[src/pkg/eac_consts.svh]
`ifndef EAC_CONSTS_SVH
`define EAC_CONSTS_SVH

// I/O space offsets
`define EAC_OFS_CONTROL 6'h1c
`define EAC_OFS_DATA 6'h1d
`define EAC_OFS_ADDR_LO 6'h1e
`define EAC_OFS_ADDR_HI 6'h1f

// Control field positions
`define EAC_BIT_READ 0
`define EAC_BIT_WRITE 1
`define EAC_BIT_ARM 2

// Reset values
`define EAC_RST_BYTE 8'h00

// Timing
`define EAC_CLK_NS 20
`define EAC_PROG_TIME_NS 2500000
`define EAC_PROG_CYCLES (`EAC_PROG_TIME_NS / `EAC_CLK_NS)
`define EAC_ARM_CYCLES 3'h4
`define EAC_WRITE_STALL 3'h2
`define EAC_READ_STALL 3'h4

`endif

[src/pkg/eac_pkg.sv]
package eac_pkg;

  typedef struct packed {
    logic wr;
    logic rd;
    logic [5:0] addr;
    logic [7:0] wdata;
  } eac_io_req_t;

  typedef enum logic {
    EAC_IDLE,
    EAC_PROG
  } eac_state_t;

endpackage

[src/eac_eeprom_ctrl.sv]
`timescale 1ns/1ns
`include "eac_consts.svh"
// Summary of operation
// - Nine-bit address from high bit0 and low
// - Data register feeds writes, receives reads
// - Control bits 7..3 read zero, ignore writes
// - Write starts only while arm bit set
// - Arm bit self-clears four cycles later
// - Control bit 1 strobes data into EEPROM
// - Write strobe stays set for programming period
// - Write launch stalls processor two cycles
// - Read strobe fetches byte, clears immediately
// - Read launch stalls processor four cycles
// - Arming accepted only with strobe written zero
// - Address or data write aborts active write
module eac_eeprom_ctrl
  import eac_pkg::*;
#(
  parameter int PROG_CYCLES = `EAC_PROG_CYCLES,
  parameter int DEPTH = 512
) (
  // Clock and reset
  input wire logic clk,
  input wire logic reset_n,
  // I/O register port
  input eac_io_req_t io_req,
  output logic [7:0] io_rdata_q,
  // Processor halt
  output logic cpu_stall_q
);

  localparam int PCW = $clog2(PROG_CYCLES + 1);

  if (PROG_CYCLES < 1 || DEPTH != 512) begin : g_bad_params
    $error("eac_eeprom_ctrl: unsupported parameters");
  end

  logic [7:0] mem [DEPTH];
  logic [7:0] addr_lo_q;
  logic addr_hi_q;
  logic [7:0] data_q;
  logic arm_q;
  logic [2:0] arm_cnt_q;
  logic wstrobe_q;
  eac_state_t state_q;
  logic [PCW-1:0] prog_cnt_q;
  logic [2:0] stall_cnt_q;

  logic [8:0] nv_address;
  logic wr_ctrl;
  logic wr_data;
  logic wr_lo;
  logic wr_hi;
  logic arm_set;
  logic wr_launch;
  logic rd_launch;
  logic abort;
  logic prog_done;
  logic [7:0] mem_rd_val;

  assign nv_address = {addr_hi_q, addr_lo_q};
  assign mem_rd_val = mem[nv_address];
  assign wr_ctrl = io_req.wr && io_req.addr == `EAC_OFS_CONTROL;
  assign wr_data = io_req.wr && io_req.addr == `EAC_OFS_DATA;
  assign wr_lo = io_req.wr && io_req.addr == `EAC_OFS_ADDR_LO;
  assign wr_hi = io_req.wr && io_req.addr == `EAC_OFS_ADDR_HI;
  // Arming needs the strobe bit written as zero
  assign arm_set = wr_ctrl && io_req.wdata[`EAC_BIT_ARM]
                   && !io_req.wdata[`EAC_BIT_WRITE];
  // Strobe honoured only while armed and idle
  assign wr_launch = wr_ctrl && io_req.wdata[`EAC_BIT_WRITE]
                     && arm_q && state_q == EAC_IDLE;
  assign rd_launch = wr_ctrl && io_req.wdata[`EAC_BIT_READ]
                     && !wr_launch;
  assign abort = state_q == EAC_PROG && (wr_data || wr_lo || wr_hi);
  assign prog_done = state_q == EAC_PROG && prog_cnt_q == PCW'(1);

  // Address registers
  always_ff @(posedge clk) begin
    if (!reset_n) begin
      addr_lo_q <= `EAC_RST_BYTE;
      addr_hi_q <= 1'b0;
    end else begin
      if (wr_lo) begin
        addr_lo_q <= io_req.wdata;
      end
      if (wr_hi) begin
        addr_hi_q <= io_req.wdata[0];
      end
    end
  end

  // Data register
  always_ff @(posedge clk) begin
    if (!reset_n) begin
      data_q <= `EAC_RST_BYTE;
    end else if (rd_launch) begin
      data_q <= mem_rd_val;
    end else if (wr_data) begin
      data_q <= io_req.wdata;
    end
  end

  // Arm bit with four-cycle timeout; a new set wins over the timeout
  always_ff @(posedge clk) begin
    if (!reset_n) begin
      arm_q <= 1'b0;
      arm_cnt_q <= 3'h0;
    end else if (arm_set) begin
      arm_q <= 1'b1;
      arm_cnt_q <= `EAC_ARM_CYCLES - 3'h1;
    end else if (arm_q) begin
      if (arm_cnt_q == 3'h0) begin
        arm_q <= 1'b0;
      end else begin
        arm_cnt_q <= arm_cnt_q - 3'h1;
      end
    end
  end

  // Self-timed programming sequence
  always_ff @(posedge clk) begin
    if (!reset_n) begin
      state_q <= EAC_IDLE;
      wstrobe_q <= 1'b0;
      prog_cnt_q <= '0;
    end else begin
      unique case (state_q)
        EAC_IDLE: begin
          if (wr_launch) begin
            state_q <= EAC_PROG;
            wstrobe_q <= 1'b1;
            prog_cnt_q <= PCW'(PROG_CYCLES);
          end
        end
        EAC_PROG: begin
          if (abort || prog_done) begin
            state_q <= EAC_IDLE;
            wstrobe_q <= 1'b0;
            prog_cnt_q <= '0;
          end else begin
            prog_cnt_q <= prog_cnt_q - PCW'(1);
          end
        end
      endcase
    end
  end

  // Array update at the end of the period
  always_ff @(posedge clk) begin
    if (prog_done && !abort) begin
      mem[nv_address] <= data_q;
    end
  end

  // Processor halt after each launch
  always_ff @(posedge clk) begin
    if (!reset_n) begin
      stall_cnt_q <= 3'h0;
      cpu_stall_q <= 1'b0;
    end else if (wr_launch) begin
      stall_cnt_q <= `EAC_WRITE_STALL;
      cpu_stall_q <= 1'b1;
    end else if (rd_launch) begin
      stall_cnt_q <= `EAC_READ_STALL;
      cpu_stall_q <= 1'b1;
    end else begin
      if (stall_cnt_q != 3'h0) begin
        stall_cnt_q <= stall_cnt_q - 3'h1;
      end
      cpu_stall_q <= stall_cnt_q > 3'h1;
    end
  end

  // Register read port, one cycle latency
  always_ff @(posedge clk) begin
    if (!reset_n) begin
      io_rdata_q <= `EAC_RST_BYTE;
    end else if (io_req.rd) begin
      unique case (io_req.addr)
        `EAC_OFS_CONTROL: io_rdata_q <= {5'h00, arm_q, wstrobe_q, 1'b0};
        `EAC_OFS_DATA: io_rdata_q <= data_q;
        `EAC_OFS_ADDR_LO: io_rdata_q <= addr_lo_q;
        `EAC_OFS_ADDR_HI: io_rdata_q <= {7'h00, addr_hi_q};
        default: io_rdata_q <= `EAC_RST_BYTE;
      endcase
    end
  end

  // Length of the running programming period
  logic [PCW-1:0] strobe_len_q;

  always_ff @(posedge clk) begin
    if (!reset_n || !wstrobe_q) begin
      strobe_len_q <= '0;
    end else begin
      strobe_len_q <= strobe_len_q + PCW'(1);
    end
  end
endmodule
[config.mk]
export PLATFORM = sky130hd
export DESIGN_NAME = eac_eeprom_ctrl
export DESIGN_NICKNAME = d
export VERILOG_FILES = /design/src/pkg/eac_pkg.sv /design/src/eac_eeprom_ctrl.sv
export VERILOG_INCLUDE_DIRS = /design/src /design/src/pkg
export SDC_FILE = /design/constraint.sdc
export NUM_CORES = 2
export LEC_CHECK = 0
export ABC_AREA = 1
export BUFFER_PORTS_ARGS = -buffer_cell sky130_fd_sc_hd__buf_2
export CORE_MARGIN = 5
export CORE_UTILIZATION = 40
export CTS_CLUSTER_SIZE = 10
export DETAILED_ROUTE_END_ITERATION = 16
export SYNTH_ARGS = -nofsm -noshare
export SYNTH_HDL_FRONTEND = slang
export SYNTH_SLANG_ARGS = --single-unit
[constraint.sdc]
create_clock -name clk -period 13.2 [get_ports clk]
set_clock_uncertainty 0.05 [all_clocks]
set_input_delay 1.32 -clock clk [delete_from_list [all_inputs] [get_ports clk]]
set_output_delay 1.32 -clock clk [all_outputs]
set_load 0.05 [all_outputs]
# Yosys cells after proc, flatten, opt, wreduce, memory -nomap -nowiden
# Memories as Yosys holds them, arrays and structs flattened.
# Cells that the tools add are included.
[op_classes] n_addsub=3 n_lt_le_gt_ge=1 eq_ne=8 mux=25 bitwise=3 n_reduce_logical=32
[ops] op="$mux W17" n=2
[ops] op="$pmux W17 S2" n=1
[ops] op="$pmux W8 S4" n=1
[ops] op="$eq A6 B5 Y1 const B" n=4
[ops] op="$eq A17 B1 Y1 const B" n=1
[ops] op="$sub A17 B1 Y17 const B" n=1
[ops] op="$mux W8" n=2
[ops] op="$logic_and A1 B1 Y1" n=14
[ops] op="$mux W1" n=11
[ops] op="$mux W2" n=4
[ops] op="$mux W3" n=2
[ops] op="$reduce_and A2 Y1" n=3
[ops] op="$reduce_bool A2 Y1" n=3
[ops] op="$reduce_bool A3 Y1" n=2
[ops] op="$sub A3 B1 Y3 const B" n=2
[ops] op="$ne A2 B2 Y1 const B" n=2
[ops] op="$pmux W1 S2" n=2
[ops] op="$reduce_or A2 Y1" n=2
[ops] op="$gt A3 B1 Y1 const B" n=1
[ops] op="$logic_not A1 Y1" n=3
[ops] op="$logic_not A3 Y1" n=1
[ops] op="$logic_or A1 B1 Y1" n=3
[ops] op="$not A1 Y1" n=3
[ops] op="$reduce_or A3 Y1" n=1
[ops] op="$ne A2 B1 Y1 const B" n=1
[word_totals] register_bits=52 mem_bits_rw=4096 in_bits=18 out_inout_bits=9 wordCells=87 n_memories=1
[mem_list] name="mem" depth=512 width=8 read_ports=1 rd_ports_with_merged_regs=0 wr=1 line="eac_eeprom_ctrl.sv:38" source="logic [7:0] mem [DEPTH];"

# Logic depth before layout (Yosys ltp)
[depth] depth_word=9 mapped_depth=21 depth_no_buf=17

# Worst setup path after synthesis
# No wires, ideal clock.
[synth_path] path_type="reg-to-reg" from="reg data_q[0]" to="mem mem[0][0], data pin" setup_time_ns=1.512 arrival_time_ns=6.530 required_time_ns=11.638 path_slack_ns=5.108 stages_incl_launch_ff=1 path_buffers=0 period_less_slack_ns=8.092 cell_sequence="dfxtp_1"
[synth_rtl] item="start, declared" line="eac_eeprom_ctrl.sv:41" source="logic [7:0] data_q;"
[synth_rtl] item="start signal, assigned" line="eac_eeprom_ctrl.sv:96" source="data_q <= `EAC_RST_BYTE;"
[synth_rtl] item="start signal, assigned" line="eac_eeprom_ctrl.sv:98" source="data_q <= mem_rd_val;"
[synth_rtl] item="start signal, assigned" line="eac_eeprom_ctrl.sv:100" source="data_q <= io_req.wdata;"
[synth_rtl] item="end, declared" line="eac_eeprom_ctrl.sv:38"
# No word-level cell before the write port.

# Worst setup path in the final report
[layout_path] from="reg addr_lo_q[1]" to="mem mem[347][6] (enable)"
[layout_rtl] item="start, declared" line="eac_eeprom_ctrl.sv:39" source="logic [7:0] addr_lo_q;"
[layout_rtl] item="start signal, assigned" line="eac_eeprom_ctrl.sv:81" source="addr_lo_q <= `EAC_RST_BYTE;"
[layout_rtl] item="start signal, assigned" line="eac_eeprom_ctrl.sv:85" source="addr_lo_q <= io_req.wdata;"
# No word-level cell before the write port.

==> out/metrics.cfg <==
[grt]
grt_pass1_wl_um=695000
antenna_found_initial=22
grt_max_degree=191
track_usage=0.217
first_global_vias=102000
gr-total-overflow=0

[cts]
ctsLongestPathBuffers=4
clock-root-buffer=clkbuf_16
cts_setup_buffers=0
cts_tree=done
htreeDepth=5
ctsHoldBuffers=0
clkLatencyLatePin_ns=1.00
cts.sink_count=4148
cts_inserted_buffers=457
path_clk_slew_ns=0.05
post_cts_resized=0

[setup_path]
worstSetupPathType=reg -> reg
critPathArrivalTime_ns=5.89
required_ns=13.73
cp_max_fo=78
startpoint_type=register
endpoint_kind=register

[outcome]
status=completed

[power_and_ir_drop]
leakagePower_nw=65.1
swShare=0.198
switching_power_mw=5.09
p_int_mw=20.6
power.total_mw=25.6
peakVddDrop_v=0.000128
p_seq_frac=0.557
power_density_nw_per_um2=140
pwr-share-comb=0.009
clkPwrFrac=0.433

[cells_and_area]
syn2layout_area_growth_pct=10.4
final_common_cell=nand2_1
layout.cells.non_filler=19600
nets=14000
final_cell_mix=nand2_1, edfxtp_1, nor2_1, a22oi_1, clkbuf_16
fill_cells=37600
drive_gt1_frac=0.0531

[min_path]
worst_hold_path_type=reg -> reg

[timing]
max_freq_ghz=0.187
hold_viol=0
setup_slack_ns=7.84
setup_viol=0
slew_viol_final=0
tns_ns=0
slew-limit-headroom=0.207
post-route-min-period_ns=5.36
rsz0062_at_grt=false
worst_pin_slew_ns=1.19
period_share=0.406

[route]
routed_wl_um=476000
drcViolationCount=0
via_per_inst=5.43
dr.first_iter.drc_count=11800
vias=106000
wl_per_cell_um=24.3
ant_nets=0
dr.pass1.iters=6

[synthesis]
synth.yosys.warnings=0
muxShareOfSynthArea=0
syn_inst=14100
synth_area_um2=166000
yosys_register_bits=4148
synth_top_family_by_area=simple AND/OR/NAND/NOR gates
syn_nets=14100
synth-seq-area-share=0.745
synth_compound_area_frac=0.0414
synth_cell_types=37
syn_avg_cell_area_um2=11.8
synthXorXnorAreaFrac=0.000526
yosys.area_share.simple=0.187
synth_adder_area_share=0.000451

[die]
row_count=236
core-area_um2=414000
pin_count=27
dieArea_um2=429000
start_util=0.402
die_y_um=655
die_w_um=655

[placed_design]
gp_congestion=0.821
portBuffers=26
place_ws_ns=7.45
dp_hpwl_um=259000
dp_cells=19000

[job]
cap_violations=0

==> through the flow <==
step	cell area, µm²	hold slack [ns]	util
finish	184000	0.414	0.444
global route	184000	0.434	0.444
global placement	171000	0.397	0.414
detailed placement	171000	0.402	0.414
floorplan	166000	0.379	-
CTS	184000	0.411	0.444
==> cell families (layout without fill, tap and decap cells) <==
logic type      Yosys count  count (layout)
other cells               0               8
xor+xnor                 10              10
simple gates           8122            8122
compound gates          985             985
fa+ha+maj                 6               6
buf+inv                 850             843
flops                  4148            4148
==> synth_stat cells, drive strengths merged <==
cell | count | area share
or2 | 5 | 0.00019
o21a | 1 | 0.000045
clkbuf | 146 | 0.0033
a211oi | 6 | 0.00027
nand3 | 223 | 0.0067
a31oi | 2 | 0.000075
edfxtp | 4096 | 0.74
dfxtp | 52 | 0.0063
a22oi | 757 | 0.034
ha | 6 | 0.00045
a21oi | 92 | 0.0028
o22ai | 1 | 0.000038
nor4b | 1 | 0.000053
nand2 | 6652 | 0.15
clkinv | 1 | 0.000023
xnor2 | 2 | 0.00011
nor2 | 1107 | 0.025
buf | 639 | 0.020
o221ai | 6 | 0.00032
xor2 | 8 | 0.00042
o221a | 1 | 0.000068
nor4 | 6 | 0.00035
nand4 | 112 | 0.0042
inv | 64 | 0.0014
o21ai | 116 | 0.0035
a221oi | 3 | 0.00016
nor3 | 16 | 0.00048
==> sequential cells by signal (all words and copies together) (netlist names) <==
signal,cells
addr_hi_q,1
addr_lo_q,8
arm_cnt_q,3
arm_q,1
cpu_stall_q,1
data_q,8
io_rdata_q,8
mem,4096
prog_cnt_q,17
stall_cnt_q,3
state_q,1
wstrobe_q,1
==> per-layer routing <==
metal / track usage / wire (µm) / vias to the layer above
met5: 0 / 69 / -
met4: 0.0758 / 17200 / 10
met3: 0.0343 / 41400 / 848
met2: 0.343 / 220000 / 4888
met1: 0.305 / 198000 / 52700
li1: - / - / 48100
==> critical path: stages (launching register included) <==
cell	delay [ns]
dfxtp_4	0.61
buf_4	0.68
nand2_1	0.28
inv_8	0.49
buf_4	0.69
nand2_4	0.44
buf_4	0.57
nor3_2	0.89
==> power by group through the flow <==
stage | sequential [mW] | combinational, mW | clock (mW)
2_1_floorplan | 14.6 | 0.126 | 0
6_report | 14.3 | 0.243 | 11.1
5_1_grt | 14.3 | 0.262 | 11.8
3_5_place_dp | 14.6 | 0.241 | 0
4_1_cts | 14.3 | 0.242 | 11.2
3_3_place_gp | 14.6 | 0.240 | 0
==> path summary, 6_finish.rpt <==
| path | from | end | slack, ns | depth (start not counted) |
|---|---|---|---|---|
| setup / recovery | addr_lo_q[1]$_SDFFE_PN0P_ | mem[347][6]$_DFFE_PP_ | 7.84 | 7 |
| setup reg to reg | addr_lo_q[1]$_SDFFE_PN0P_ | mem[347][6]$_DFFE_PP_ | 7.84 | 7 |
| hold reg to reg | prog_cnt_q[8]$_SDFFE_PN0P_ | prog_cnt_q[8]$_SDFFE_PN0P_ | 0.41 | 2 |
| hold / removal | prog_cnt_q[8]$_SDFFE_PN0P_ | prog_cnt_q[8]$_SDFFE_PN0P_ | 0.41 | 2 |
==> area by class of cell <==
type | instances | area (µm²) | area share
Inverter | 65 | 278 | 0.00151
Antenna cell | 8 | 20.0 | 0.000109
Clock buffer | 548 | 11800 | 0.0645
Tap cell | 5474 | 6850 | 0.0373
Sequential cell | 4148 | 124000 | 0.675
Multi-Input combinational cell | 9123 | 38400 | 0.209
Clock inverter | 26 | 443 | 0.00241
Timing Repair Buffer | 204 | 1800 | 0.00982
(Power assumes the default switching activity.)
